### config.mk
export PLATFORM = sky130hd
export DESIGN_NAME = amqp_array_ports
export DESIGN_NICKNAME = d
export VERILOG_FILES = /design/src/common/amqp_pkg.sv /design/src/common/amqp_stream_if.sv /design/src/rtl/amqp_fifo.sv /design/src/rtl/amqp_array_ports.sv
export SDC_FILE = /design/constraint.sdc
export NUM_CORES = 1
export LEC_CHECK = 0
export BUFFER_PORTS_ARGS = -buffer_cell sky130_fd_sc_hd__buf_2
export CAP_MARGIN = 5
export CORE_UTILIZATION = 37
export DETAILED_ROUTE_END_ITERATION = 12
export GPL_ROUTABILITY_DRIVEN = 0
export GPL_TIMING_DRIVEN = 0
export SKIP_CTS_REPAIR_TIMING = 1
export SLEW_MARGIN = 0
export SYNTH_ARGS = -nofsm -noshare
export SYNTH_HDL_FRONTEND = slang
export SYNTH_SLANG_ARGS = --single-unit
export TNS_END_PERCENT = 10
### constraint.sdc
create_clock -name core_clk -period 9 [get_ports core_clk]
set_clock_uncertainty 0.05 [all_clocks]
set_input_delay 1.35 -clock core_clk [delete_from_list [all_inputs] [get_ports core_clk]]
set_output_delay 1.35 -clock core_clk [all_outputs]
set_load 0.05 [all_outputs]
### src/common/amqp_pkg.sv
// Purpose: Shared constants and types for the array port block
// Assumes: Single clock, synchronous active-high reset
// Notes:   Widths fixed at build
package amqp_pkg;
    localparam int unsigned ADDR_W        = 8;
    localparam int unsigned DATA_W        = 32;
    localparam int unsigned RD_LAT        = 1;
    localparam int unsigned FIFO_DEPTH    = 16;
    localparam int unsigned FIFO_AW       = 4;
    localparam int unsigned CNT_W         = 8;
    localparam logic [ADDR_W-1:0] ADDR_RST = 8'h00;
    localparam logic [CNT_W-1:0]  CNT_RST  = 8'h00;

    typedef enum logic [5:0] {
        AMQP_IDLE  = 6'b000001,
        AMQP_QRD   = 6'b000010,
        AMQP_MRD   = 6'b000100,
        AMQP_MWAIT = 6'b001000,
        AMQP_QWR   = 6'b010000,
        AMQP_MWR   = 6'b100000
    } amqp_state_t;
endpackage : amqp_pkg

### src/common/amqp_stream_if.sv
// Purpose: Valid/ready word stream between block modules
// Assumes: Single clock
// Notes:   src drives data, snk drains it
`timescale 1ns/1ps
interface amqp_stream_if;
    import amqp_pkg::*;
    logic [DATA_W-1:0] data;
    logic              valid;
    logic              ready;
    modport src (output data, output valid, input ready);
    modport snk (input data, input valid, output ready);
endinterface : amqp_stream_if

### src/rtl/amqp_fifo.sv
// Purpose: Parameterised word FIFO with valid/ready on both sides
// Assumes: Synchronous reset
// Notes:   Depth must be a power of two
`timescale 1ns/1ps
module amqp_fifo #(
    parameter int unsigned WIDTH = 32,
    parameter int unsigned DEPTH = 16,
    parameter int unsigned AW    = 4
) (
    input  wire logic             core_clk,
    input  wire logic             srst,
    input  wire logic [WIDTH-1:0] in_data,
    input  wire logic             in_valid,
    output logic                  in_ready,
    output logic [WIDTH-1:0]      out_data,
    output logic                  out_valid,
    input  wire logic             out_ready
);
    typedef struct packed {
        logic [AW-1:0] wp;
        logic [AW-1:0] rp;
        logic [AW:0]   cnt;
    } amqp_fifo_st_t;

    amqp_fifo_st_t    s_q;
    amqp_fifo_st_t    s_d;
    logic [WIDTH-1:0] mem_q [DEPTH];
    logic             push;
    logic             pop;

    assign in_ready  = (s_q.cnt != DEPTH[AW:0]);
    assign out_valid = (s_q.cnt != '0);
    assign out_data  = mem_q[s_q.rp];
    assign push      = in_valid && in_ready;
    assign pop       = out_valid && out_ready;

    always_comb begin
        s_d = s_q;
        if (push) begin
            s_d.wp = s_q.wp + 1'b1;
        end
        if (pop) begin
            s_d.rp = s_q.rp + 1'b1;
        end
        if (push && !pop) begin
            s_d.cnt = s_q.cnt + 1'b1;
        end else if (pop && !push) begin
            s_d.cnt = s_q.cnt - 1'b1;
        end
    end

    always_ff @(posedge core_clk) begin
        if (srst) begin
            s_q <= '0;
        end else begin
            s_q <= s_d;
        end
        if (push) begin
            mem_q[s_q.wp] <= in_data;
        end
    end
endmodule : amqp_fifo

### src/rtl/amqp_array_ports.sv
// Purpose: Array argument ports: random-access memory port and sequential queue ports
// Assumes: Single clock, inputs synchronous, external RAM read latency RD_LAT
// Notes:   Core copies queue words into RAM, then reads them back out to a queue
//
// How it works
// - Array argument shown as RAM port: address, chip-enable, write-enable, data.
// - No port activity until the start request arrives.
// - Reads drive the address with chip-enable in the same cycle.
// - Read data sampled one cycle after the read request by default.
// - Writes assert chip-enable and write-enable with address and write data.
// - Each queue port only reads or only writes, never both.
// - Stall on input queue read while not-empty is low.
// - Read strobe high in the cycle a word is taken.
// - Output word held on data while not-full is low, stalling.
// - Write strobe marks word valid once not-full is high.
// - Last-write output rises when the final queue write completes.
`timescale 1ns/1ps
module amqp_array_ports (
    input  wire logic                   core_clk,
    input  wire logic                   srst,
    input  wire logic                   block_start_request,
    input  wire logic [amqp_pkg::CNT_W-1:0] xfer_len,
    output logic                        busy,
    output logic [amqp_pkg::ADDR_W-1:0] mem_addr,
    output logic                        mem_chip_en,
    output logic                        mem_write_en,
    output logic [amqp_pkg::DATA_W-1:0] mem_write_data,
    input  wire logic [amqp_pkg::DATA_W-1:0] mem_read_data,
    input  wire logic [amqp_pkg::DATA_W-1:0] inq_data,
    input  wire logic                   inq_not_empty,
    output logic                        inq_read,
    output logic [amqp_pkg::DATA_W-1:0] outq_data,
    input  wire logic                   outq_not_full,
    output logic                        outq_write,
    output logic                        outq_last_write
);
    import amqp_pkg::*;

    // ----------------------------------------
    // State
    // ----------------------------------------
    typedef struct packed {
        amqp_state_t       st;
        logic [CNT_W-1:0]  len;
        logic [CNT_W-1:0]  idx;
        logic [CNT_W-1:0]  lat;
        logic [CNT_W-1:0]  sent;
        logic [ADDR_W-1:0] addr;
        logic              ce;
        logic              we;
        logic [DATA_W-1:0] wdata;
        logic              rd;
        logic [DATA_W-1:0] odata;
        logic              wr;
        logic              lwr;
        logic              busy;
    } amqp_core_st_t;

    amqp_core_st_t     s_q;
    amqp_core_st_t     s_d;
    amqp_stream_if     rb ();
    logic [DATA_W-1:0] outq_pre;
    logic              outq_pre_valid;
    logic              outq_pre_ready;
    logic              rd_ret;

    // ----------------------------------------
    // Read-back buffer feeding output queue
    // ----------------------------------------
    amqp_fifo #(
        .WIDTH (DATA_W),
        .DEPTH (FIFO_DEPTH),
        .AW    (FIFO_AW)
    ) u_rb_fifo (
        .core_clk  (core_clk),
        .srst      (srst),
        .in_data   (rb.data),
        .in_valid  (rb.valid),
        .in_ready  (rb.ready),
        .out_data  (outq_pre),
        .out_valid (outq_pre_valid),
        .out_ready (outq_pre_ready)
    );

    // Data returned RD_LAT cycles after request
    assign rd_ret  = (s_q.st == AMQP_MWAIT) && (s_q.lat == CNT_W'(RD_LAT));
    assign rb.data  = mem_read_data;
    assign rb.valid = rd_ret;
    // Output side takes a new word only when none pending or pending accepted
    assign outq_pre_ready = !s_q.wr || outq_not_full;

    // ----------------------------------------
    // Next state
    // ----------------------------------------
    always_comb begin
        s_d     = s_q;
        s_d.ce  = 1'b0;
        s_d.we  = 1'b0;
        s_d.rd  = 1'b0;
        s_d.lwr = 1'b0;
        // Output queue write side only, held while full
        if (s_q.wr && outq_not_full) begin
            s_d.wr   = 1'b0;
            s_d.sent = s_q.sent + 1'b1;
            if (s_q.sent + 1'b1 == s_q.len) begin
                s_d.lwr = 1'b1;
            end
        end
        if (outq_pre_valid && outq_pre_ready) begin
            s_d.wr    = 1'b1;
            s_d.odata = outq_pre;
        end
        case (s_q.st)
            AMQP_IDLE: begin
                if (block_start_request && xfer_len != CNT_RST) begin
                    s_d.st   = AMQP_QRD;
                    s_d.len  = xfer_len;
                    s_d.idx  = CNT_RST;
                    s_d.sent = CNT_RST;
                    s_d.busy = 1'b1;
                end
            end
            AMQP_QRD: begin
                if (s_q.rd) begin
                    // Word under the strobe taken at this edge
                    s_d.ce    = 1'b1;
                    s_d.we    = 1'b1;
                    s_d.addr  = ADDR_W'(s_q.idx);
                    s_d.wdata = inq_data;
                    s_d.idx   = s_q.idx + 1'b1;
                    if (s_q.idx + 1'b1 == s_q.len) begin
                        s_d.st  = AMQP_MRD;
                        s_d.idx = CNT_RST;
                    end
                end else if (inq_not_empty) begin
                    s_d.rd = 1'b1;
                end
            end
            AMQP_MRD: begin
                if (rb.ready) begin
                    s_d.ce   = 1'b1;
                    s_d.addr = ADDR_W'(s_q.idx);
                    s_d.lat  = CNT_RST;
                    s_d.st   = AMQP_MWAIT;
                end
            end
            AMQP_MWAIT: begin
                s_d.lat = s_q.lat + 1'b1;
                if (rd_ret) begin
                    s_d.idx = s_q.idx + 1'b1;
                    s_d.st  = (s_q.idx + 1'b1 == s_q.len) ? AMQP_QWR : AMQP_MRD;
                end
            end
            AMQP_QWR: begin
                if (s_d.sent == s_q.len) begin
                    s_d.st   = AMQP_IDLE;
                    s_d.busy = 1'b0;
                end
            end
            default: begin
                s_d.st = AMQP_IDLE;
            end
        endcase
    end

    always_ff @(posedge core_clk) begin
        if (srst) begin
            s_q       <= '0;
            s_q.st    <= AMQP_IDLE;
            s_q.addr  <= ADDR_RST;
        end else begin
            s_q <= s_d;
        end
    end

    // ----------------------------------------
    // Outputs
    // ----------------------------------------
    assign busy            = s_q.busy;
    assign mem_addr        = s_q.addr;
    assign mem_chip_en     = s_q.ce;
    assign mem_write_en    = s_q.we;
    assign mem_write_data  = s_q.wdata;
    assign inq_read        = s_q.rd;
    assign outq_data       = s_q.odata;
    assign outq_write      = s_q.wr && outq_not_full;
    assign outq_last_write = s_q.lwr;
endmodule : amqp_array_ports

==> results of run 1 <==
## where the power goes
part           switching (W)  leakage, nW  internal, W
logic                0.00112         3.52     0.000797
clock network        0.00114         1.03      0.00155
registers          0.0000630         5.64      0.00328
total                0.00232         10.2      0.00563
## metrics by stage
step           hold WS [ns]  std cells
2_1_floorplan        0.3867       1499
5_1_grt              0.4227       2672
3_5_place_dp         0.3993       2553
3_3_place_gp         0.3943       2525
4_1_cts              0.4062       2672
6_report             0.4033       2672
## worst reg2reg max path: stages, from the launching register on
cell      delay (ns)
dfxtp_1         0.35
or4_1           0.52
nor2_1          0.14
nor2b_1         0.07
clkbuf_1        0.30
inv_2           0.32
buf_2           0.29
ha_1            0.26
inv_1           0.10
ha_1            0.32
a21o_1          0.19
a21oi_1         0.17
xnor2_1         0.09
or3_1           0.30
a21oi_1         0.13
## placed cells by master, fill, tap and decap left out, types with 25 or more instances in the layout
cell type	count
edfxtp_1	512
buf_2	174
nand2_1	164
mux4_2	160
dfxtp_1	128
a21oi_1	85
buf_4	74
clkbuf_16	68
nor2_1	63
clkbuf_1	62
xor2_1	25
## flip-flops by register name, indices dropped and copies added (netlist names)
register and cells:
mem_write_data 32, outq_data 32, u_rb_fifo.s_q 13, busy 1, mem_addr 8, s_q 38
u_rb_fifo.mem_q 512, inq_read 1, mem_write_en 1, mem_chip_en 1, outq_last_write 1
## layer usage
| metal | vias up | global-route usage (%) | wire [um] |
|---|---|---|---|
| met4 | 12 | 4.905 | 1339 |
| met5 | - | 0 | 78 |
| met3 | 110 | 3.623 | 3753 |
| met1 | 7174 | 23.93 | 26270 |
| met2 | 467 | 28.60 | 28910 |
| li1 | 6201 | - | - |
## logic make-up (layout without fill, tap and decap cells)
logic type	Yosys count	in the layout	synth area share (%)
buffers and inverters	164	464	3.799
adder cells (fa/ha/maj)	14	14	0.7147
XOR/XNOR	46	46	1.576
multiplexers	179	179	14.85
AND/OR/NAND/NOR	330	330	5.933
AO/OA/AOI/OAI	126	126	2.952
flip-flops	640	640	70.18
## worst paths after layout
kind | slack (ns) | to
max | 5.11 | u_rb_fifo.s_q[4]
min | 0.40 | outq_data[14]
max reg2reg | 5.31 | u_rb_fifo.s_q[4]
min reg2reg | 0.40 | outq_data[14]
## cell type report
type	instances	area, sq um	area share [%]
Sequential cell	640	17940	59.53
Clock buffer	98	1894	6.287
Buffer	153	929.6	3.086
Inverter	11	41.29	0.1370
Tap cell	873	1092	3.625
Clock inverter	21	226.5	0.7517
Timing Repair Buffer	181	1246	4.136
Multi-Input combinational cell	695	6761	22.44
==> summary.md, run 1 <==
The run finished with clean final reports. Sequential elements use 70.18% of the synthesized area. The category of the most critical setup path was in -> reg.

The run gives 1841 as the count of nets after finishing. Walking the worst path, the cells encountered are buf_2 -> nand2b_1 -> nor2b_1 -> clkbuf_1 -> inv_2 -> buf_2 -> ha_1 -> inv_1 -> ha_1 -> a21o_1 -> a21oi_1 -> xnor2_1 -> or3_1 -> a21oi_1. The worst hold path begins at outq_data[14]. The logs give 3 for the largest buffer count on any clock path and 3 for the number of H-tree levels.

Setup violations remaining at the end of the flow were counted as 0. Setup repair after global routing left no endpoint under its margin. Measured on the finished design, the core utilization comes to 44.47%. For this run, design rule violations remaining after detail routing come to 0. The first-pass iteration count of the detailed router is 5, and the data arrival time at the worst-slack endpoint is 4.34 ns. In the post-route analysis, the smallest setup slack over all paths is 5.114 ns. The number of enable flip-flop cells after synthesis came out at 512. The achievable clock frequency is 257.4 MHz, and the mapped cell area is 0.02556 sq mm. The worst hold path passes through 2 cells. The clock-pin slew of the registers on the worst-case setup and hold paths works out to 0.05 ns.

Global-route wire length before repair: 90810 um. The chip width works out to 264.8 um. The startpoint identified for the worst register-to-register timing path is u_rb_fifo.s_q[0]. Among all flip-flop cells after synthesis, the most frequent one is edfxtp_1. The fraction of layout instances using a drive strength above 1 is 31.74%, and the number of ports placed on the die boundary is 155.

The filler cells instantiated in the layout total 5914. STA classifies the critical path startpoint as an input port. The library cell contributing the largest single delay on the critical path was clkbuf_1. The number of failing hold endpoints at the final stage is 0, and the initial core utilization is 37.72%. Power comes to 0.007950 W. The die span in y came out at 264.8 um. In this run the worst hold path is classified as reg -> reg. In the finished design, the share of the clock period the worst path needs comes to 43.17%.

The final design instance area without fill came out at 0.03013 sq mm. Input and output buffers added on the ports amount to 153. The tools report the number of global-route vias before repair as 14300. The average via count per standard cell was 5.226; the required time of the critical path was 9.46 ns. In this run the static leakage power is 10.19 nW. Before CTS, the worst setup slack after placement is 4.463 ns. The count of nets left with antenna violations after detail routing is 0.

By count the netlist is led by edfxtp_1 (512), nand2_1 (164), mux4_2 (160). The total negative setup slack is 0 ns, and the antenna diode count is 0. In this run the core area contains 95 standard-cell rows.

The number of cell instances on the worst register-to-register path works out to 14. In this design, the largest share of critical-path delay is due to buffers and inverters. Clock tree synthesis found a total of 640 sinks. Total of warnings raised by yosys: 0. The initial antenna violation count was 7; the final max-slew violation count was 0.

The top-area cell type share of the netlist area was 60.15%. The post-detailed-route wirelength per cell is 22.59 um, and the total of flip-flops plus latches after synthesis is 640. The power density over the cells works out to 263.9 mW/mm^2.

Synthesis handed over a netlist of 1499 instances. Ranked by total cell area, the synthesized netlist is headed by edfxtp_1 (60%), mux4_2 (14%), dfxtp_1 (10%). Summing all placed instances gives a cell area of 0.02801 sq mm.

The logs give 1590 for the number of nets in the synthesized netlist and 0.07013 sq mm for the overall die area. TritonCTS built the clock tree. For this run, asynchronously set or reset flops after synthesis account for 0%.

The largest incremental delay on the critical path came out at 0.52 ns. After floorplanning, the core was sized to cover 0.06775 sq mm. The minimum period implied by the final worst setup slack was 3.886 ns; the mean area per synthesized cell was 17.05 sq um.

The cell type with the highest aggregate area in the netlist was edfxtp_1. The violation count after the first detailed-routing iteration is 1265. Root buffer cell: clkbuf_16. Total via count after detailed routing: 13960. Global routing finished with a remaining overflow of 0. The worst-margin pin slew was 1.154 ns. The clock buffer count from CTS is 68, and the final routed wirelength across all metal layers is 60350 um. After legalization and detailed placement, the total HPWL measured 39250 um. Launch point of the critical path: outq_not_full.

The tool flagged a number of max-cap violations equal to 0. The tools report the count of different cell masters after synthesis as 72. By instance count, the leading cell after synthesis is edfxtp_1.

Area overhead of the layout relative to synthesis: 17.88%. STA classifies the critical path endpoint as a register. The clock latency reported for the late side of the worst-skew pair is 0.61 ns.

The maximum fanout encountered on the critical timing path is 10. For this run, the total global-route usage over all layers was measured as 17.59%. Counting buffers and inverters, the worst setup path is 14 cells deep. The critical path contains buffers and inverters numbering 5 combined. Headroom to the max-slew limit came out at 23.05%. Maximum vdd drop: 214.8 uV. Entering global routing, the biggest net connects 22 pins.
(Power assumes the default switching activity.)
==> inputs of run 2 (changes only) <==
==> constraint.sdc (replaced) <==
create_clock -name core_clk -period 3.99 [get_ports core_clk]
set_clock_uncertainty 0.05 [all_clocks]
set_input_delay 0.5985 -clock core_clk [delete_from_list [all_inputs] [get_ports core_clk]]
set_output_delay 0.5985 -clock core_clk [all_outputs]
set_load 0.05 [all_outputs]
==> summary.md, run 2 (synthesis gave the netlist of run 1 again) <==
The flow ran to the end, and the final reports show no timing, DRC or antenna violations. The utilization of the core after routing is 44.54%. The start of the worst register-to-register path was u_rb_fifo.s_q[0]. The worst reg-to-reg setup slack is 0.32 ns. The run gives 0.02800 sq mm as the standard cell area after detailed placement.

For the number of failing hold endpoints at the final stage, the log shows 0. TritonCTS created 68 clock buffers. From left edge to right edge, the die measures 264.8 um.

Summing all multi-input logic gate instances after layout gives 0.006768 sq mm. Leaving out fill and tap cells, the most frequent cell in the layout is edfxtp_1. The worst path needs 3.672 ns of the cycle, external delays included. Entering global routing, the biggest net connects 21 pins.

In this run the most critical hold path is launched from inq_data[0]. The number of flip-flops under the largest register name works out to 512. The register with the most flip-flops in the final layout is u_rb_fifo.mem_q.

In this run the worst path has a maximum fanout of 10. Dividing the detail-routed wire length by the instance count gives 22.29 um. The TritonCTS sink count was 640; the count of nets left with antenna violations after detail routing was 0. The floorplan has 95 rows. The worst setup path is captured at a register.

TritonCTS built the clock tree. The global-route congestion overflow total was 0. The cell depth of the worst hold path is 3, and the detailed route wirelength on metal3 is 3998 um. The static leakage is 10.20 nW, and the final design instance area without fill is 0.03018 sq mm. Wire segments on met2 add up to 28440 um in the final route.

For the total via count after detailed routing, the log shows 13950. The longest clock path from root to sink contains 3 buffers. For this run, the post-layout net count is 1839.

In the layout the commonest cells are edfxtp_1 (512), buf_2 (174), nand2_1 (164). For this run, design rule violations remaining after detail routing come to 0. At the worst endpoint, the required time is 4.46 ns. Across the whole layout, storage elements account for 0.01794 sq mm. The tool flagged a number of max-cap violations equal to 0.

The first global-routing pass estimated 89310 um of wire. After detailed routing, the number of vias per cell comes to 5.212. The first detailed-routing pass ran for 5 iterations. The routed design has 59650 um of wire. Setup repair after global routing left no endpoint under its margin. The initial antenna violation count was 6; the worst slew margin relative to its limit was 22.19%. After filler insertion, the fill cell instance count of the layout stands at 5908. The most critical setup path has its startpoint at u_rb_fifo.s_q[0]. The number of cell instances on the worst register-to-register path was 13. The number of global-route vias before repair was 14080; the achievable clock frequency was 272.3 MHz.

Clock-pin slew was measured on the worst setup and hold paths at 0.06 ns. IR analysis of the VDD net gives a maximum drop of 434.7 uV. After detailed routing, no signal wire sits above met5. Global routing used 17.20% of the available tracks across all layers. The path class of the tightest hold or removal check is in -> reg.

For this block, the initial DRC count from the detailed router was 1452. The H-tree generated during clock tree synthesis spans 3 levels. The tools report the capture instance of the worst register-to-register path as u_rb_fifo.s_q[4]. The die is 264.8 um tall. For the worst setup path, the data arrival time is 4.15 ns.

The fraction of layout instances using a drive strength above 1 came out at 31.91%. The worst-margin pin slew came out at 1.167 ns. The final count of negative-setup-slack endpoints was 0; the count of buffers inserted at the top-level ports was 153.

STA classifies the critical path startpoint as a register. From synthesis to final layout, the design area changed by 18.06%. The power density over the cells works out to 596.4 mW/mm^2. After layout, the worst path uses 92.03% of the clock period.

The run gives 155 as the number of ports placed on the die boundary. The clock latency reported for the late side of the worst-skew pair is 0.61 ns, and the final HPWL from detailed placement is 38530 um. For hold timing, the worst endpoint is mem_write_data[0].

The cell sitting at the root of the clock tree is a clkbuf_16. The die covers 0.07013 sq mm. The largest registers in the layout are u_rb_fifo.mem_q (512), s_q (38). Hold is met by 0.1770 ns.

Initial core utilization: 37.72%. The category of the most critical setup path was reg -> reg. In the final routing, the length of wire on met1 measures 25870 um. In this run the standard cell core region covers 0.06775 sq mm. Final max-slew violation count: 0.
==> run 2: metal layers <==
metal / GRT usage (%) / vias to the layer above
met5: 0 / -
met3: 3.641 / 106
met4: 4.702 / 8
met1: 23.58 / 7132
li1: - / 6212
met2: 27.77 / 488
==> run 2: where the power goes <==
group | internal, W | switching [W]
sequential | 0.00739 | 0.000148
clock | 0.00353 | 0.00260
combinational | 0.00180 | 0.00252
total | 0.0127 | 0.00527
==> run 2: worst max path at each step <==
stage | to | cells after the start
floorplan | u_rb_fifo.mem_q[0][0] | 5
global placement | u_rb_fifo.mem_q[0][3] | 5
detailed placement | u_rb_fifo.s_q[4] | 14
CTS | u_rb_fifo.s_q[4] | 14
global route | u_rb_fifo.s_q[4] | 13
finish | u_rb_fifo.s_q[4] | 13
==> run 2: cell type report <==
| type | instances | area share [%] |
|---|---|---|
| diodes | 1 | 0.008293 |
| plain buffers | 152 | 3.068 |
| clock buffers | 97 | 6.373 |
| clock inverters | 27 | 0.8375 |
| inverters | 11 | 0.1451 |
| multi-input cells | 695 | 22.43 |
| flip-flops and latches | 640 | 59.44 |
| well taps | 873 | 3.620 |
| repair buffers | 180 | 4.080 |
==> run 2: per-stage QoR <==
stage,std cells,setup TNS [ns],power [W],setup WS (ns)
final,2676,0,0.01800,0.3180
after global routing,2675,0,0.01874,0.02659
after CTS,2676,0,0.01821,0.1956
after detailed placement,2552,0,0.01206,0.2363
after global placement,2525,-889.07,0.01201,-3.225
after floorplan,1499,-28.73,0.01079,-0.3004
==> run 2: worst max-delay path, stage by stage (launching register included) <==
cell and delay (ns):
dfxtp_1 0.41, or4_1 0.14, nor2_1 0.05, nor2b_1 0.85, inv_4 0.21, buf_2 0.28, ha_1 0.27, inv_1 0.13
ha_1 0.28, a21o_1 0.19, a21oi_1 0.19, xnor2_1 0.10, or3_1 0.31, a21oi_1 0.14
==> inputs of run 3 (changes only) <==
--- a/config.mk
+++ b/config.mk
@@ -11,6 +11,8 @@
 export DETAILED_ROUTE_END_ITERATION = 12
 export GPL_ROUTABILITY_DRIVEN = 0
 export GPL_TIMING_DRIVEN = 0
+export MAX_ROUTING_LAYER = met4
+export RECOVER_POWER = 25
 export SKIP_CTS_REPAIR_TIMING = 1
 export SLEW_MARGIN = 0
 export SYNTH_ARGS = -nofsm -noshare
==> summary.md, run 3 (synthesis gave the netlist of run 1 again) <==
The routed layout has 13910 vias. The library cells used most frequently in the layout, excluding fill and tap cells, are edfxtp_1 (512), nand2_1 (164), mux4_2 (160). Count of fill cells added during filler insertion: 5915. Across the run, the number of max-cap violations was 0.

The worst reg-to-reg setup slack is 0.34 ns, and the number of design rule violations left after detail routing is 0. The register with the most flip-flops in the layout has 512 of them. The number of global-route vias before repair came out at 14100.

The post-detailed-route wirelength per cell is 22.24 um, and the worst hold-check slack is 0.1789 ns. The total area of sequential cells was 0.01794 sq mm; the number of cell instances on the worst register-to-register path was 13. The critical path in this run is classified as reg -> reg. The root buffer cell was clkbuf_16. The floorplan step set the die width to 264.8 um.

The worst hold path belongs to the class in -> reg. For the worst setup path, the data arrival time is 4.13 ns. The static leakage was 10.14 nW. The power density over the cells is 597.2 mW/mm^2, and the number of placed instances, taps included is 2552. Area of combinational cells with multiple inputs: 0.006768 sq mm.

In the global route stage, overall resource usage came out at 17.72%. The die covers 0.07013 sq mm. Setup repair after global routing left no endpoint under its margin.

The initial core utilization was 37.72%. u_rb_fifo.mem_q holds more flip-flops than any other register. The run gives 3 as the number of H-tree levels. In the global route stage, met1 resource usage came out at 23.43%. The final max-slew violation count is 0, and the number of ports placed on the die boundary is 155.

The placeable core region was 0.06775 sq mm. The die is 264.8 um tall. The first detailed-routing pass ran for 5 iterations. The endpoint class of the critical path was a register. For the global-route wire length before repair, the log shows 89270 um. Port buffering added 153 buffers. After the last flow step, the layout net total stands at 1839. Fraction of layout instances using a drive strength above 1: 30.52%. For the initial antenna violation count, the log shows 4. The floorplan has 95 rows. The met3 demand-to-capacity share in global routing was 3.734%.

The final HPWL from detailed placement is 38530 um. STA classifies the critical path startpoint as a register. The clock-pin slew of the registers on the worst-case setup and hold paths is 0.06 ns, and the met2 usage in global routing is 27.82%. The endpoint identified for the worst register-to-register timing path is u_rb_fifo.s_q[4]. TritonCTS built the clock tree. The fraction of the cycle the final worst path needs came out at 91.60%. The detailed router finished its first iteration with 1402 violations. At the pin with the least slew margin, the transition time is 1.157 ns. In the final layout, the registers with the most flip-flops are u_rb_fifo.mem_q (512), s_q (38).

In this run the deepest clock path goes through 3 buffers. Entering global routing, the biggest net connects 21 pins. The source of the worst hold timing path was inq_data[0].

Compared with the post-synthesis result, the final layout area differs by 17.97%. The clock net in this run drives a total of 640 sinks. The run gives 0 as the count of nets left with antenna violations after detail routing.

The startpoint identified for the worst register-to-register timing path is u_rb_fifo.s_q[0]. The maximum fanout encountered on the critical timing path came out at 10. The routing layer with the top usage in global route was met2. The tools report the final routed wirelength across all metal layers as 59590 um. The worst hold path was traced through 3 stages. Summed over all layers, the global routing overflow is 0.

The minimum period implied by the final worst setup slack came out at 3.655 ns. Commonest non-fill, non-tap cell in the layout: edfxtp_1. The path with the worst hold slack has its endpoint at mem_write_data[0]. Dividing the detail-routed via count by the number of cells gives 5.191.

The achievable clock frequency was 273.6 MHz. The run finished with clean final reports. The number of failing hold endpoints at the final stage is 0, and the number of cells in the finished layout apart from fillers is 2679. The logs give 0 for the final count of negative-setup-slack endpoints and 22.85% for the worst slew margin relative to its limit.

TritonCTS created 68 clock buffers. The logs give 4.47 ns for the required time of the critical path and 434.7 uV for the maximum vdd drop. The clock reaches the later pin of the worst-skew pair after 0.61 ns.
## run 3: changes by cell type in the layout (fill, tap and decap cells not counted)
cell,before,now
clkbuf_1,59,84
buf_2,174,149
diode_2,1,4
## run 3: critical path, stage by stage, from the launching register on
cell	delay, ns
dfxtp_1	0.40
or4_1	0.14
nor2_1	0.05
nor2b_1	0.84
inv_4	0.21
buf_2	0.28
ha_1	0.27
inv_1	0.13
ha_1	0.28
a21o_1	0.19
a21oi_1	0.18
xnor2_1	0.10
or3_1	0.31
a21oi_1	0.14
## run 3: area by class of cell
type                       instances  area share (%)
multi-input combinational        695           22.44
antenna                            4         0.03320
timing repair buffer             180           3.979
inverter                          11          0.1452
sequential                       640           59.49
clock buffer                      97           6.378
tap                              873           3.623
clock inverter                    27          0.8382
buffer                           152           3.071
## run 3: power by group
group | switching [W] | internal [W] | total (W)
logic | 0.00253 | 0.00180 | 0.00432
clock network | 0.00261 | 0.00353 | 0.00614
registers | 0.000148 | 0.00740 | 0.00754
## run 3: worst max-delay path by stage
stage / end / startpoint / slack [ns]
global placement: u_rb_fifo.mem_q[0][3] / s_q[86] / -3.22
CTS: u_rb_fifo.s_q[4] / u_rb_fifo.s_q[0] / 0.20
finish: u_rb_fifo.s_q[4] / u_rb_fifo.s_q[0] / 0.34
global route: u_rb_fifo.s_q[4] / u_rb_fifo.s_q[0] / 0.03
detailed placement: u_rb_fifo.s_q[4] / u_rb_fifo.s_q[0] / 0.24
floorplan: u_rb_fifo.mem_q[0][0] / s_q[86] / -0.30
## run 3: per-layer routing
metal	share of wire, %	routed length [um]
met1	43	25760
met5	0	0
met3	6.7	3993
met2	48	28590
met4	2.1	1243
## run 3: per-stage QoR
stage | setup WS [ns] | total power [W] | setup TNS [ns] | instance area [sq um] | utilization [%]
final | 0.3353 | 0.01801 | 0 | 30150 | 44.50
after global routing | 0.02520 | 0.01874 | 0 | 30150 | 44.50
after CTS | 0.1956 | 0.01821 | 0 | 30180 | 44.54
after detailed placement | 0.2363 | 0.01206 | 0 | 28000 | 41.33
after global placement | -3.225 | 0.01201 | -889.07 | 27420 | 40.47
after floorplan | -0.3004 | 0.01079 | -28.73 | 25560 | -
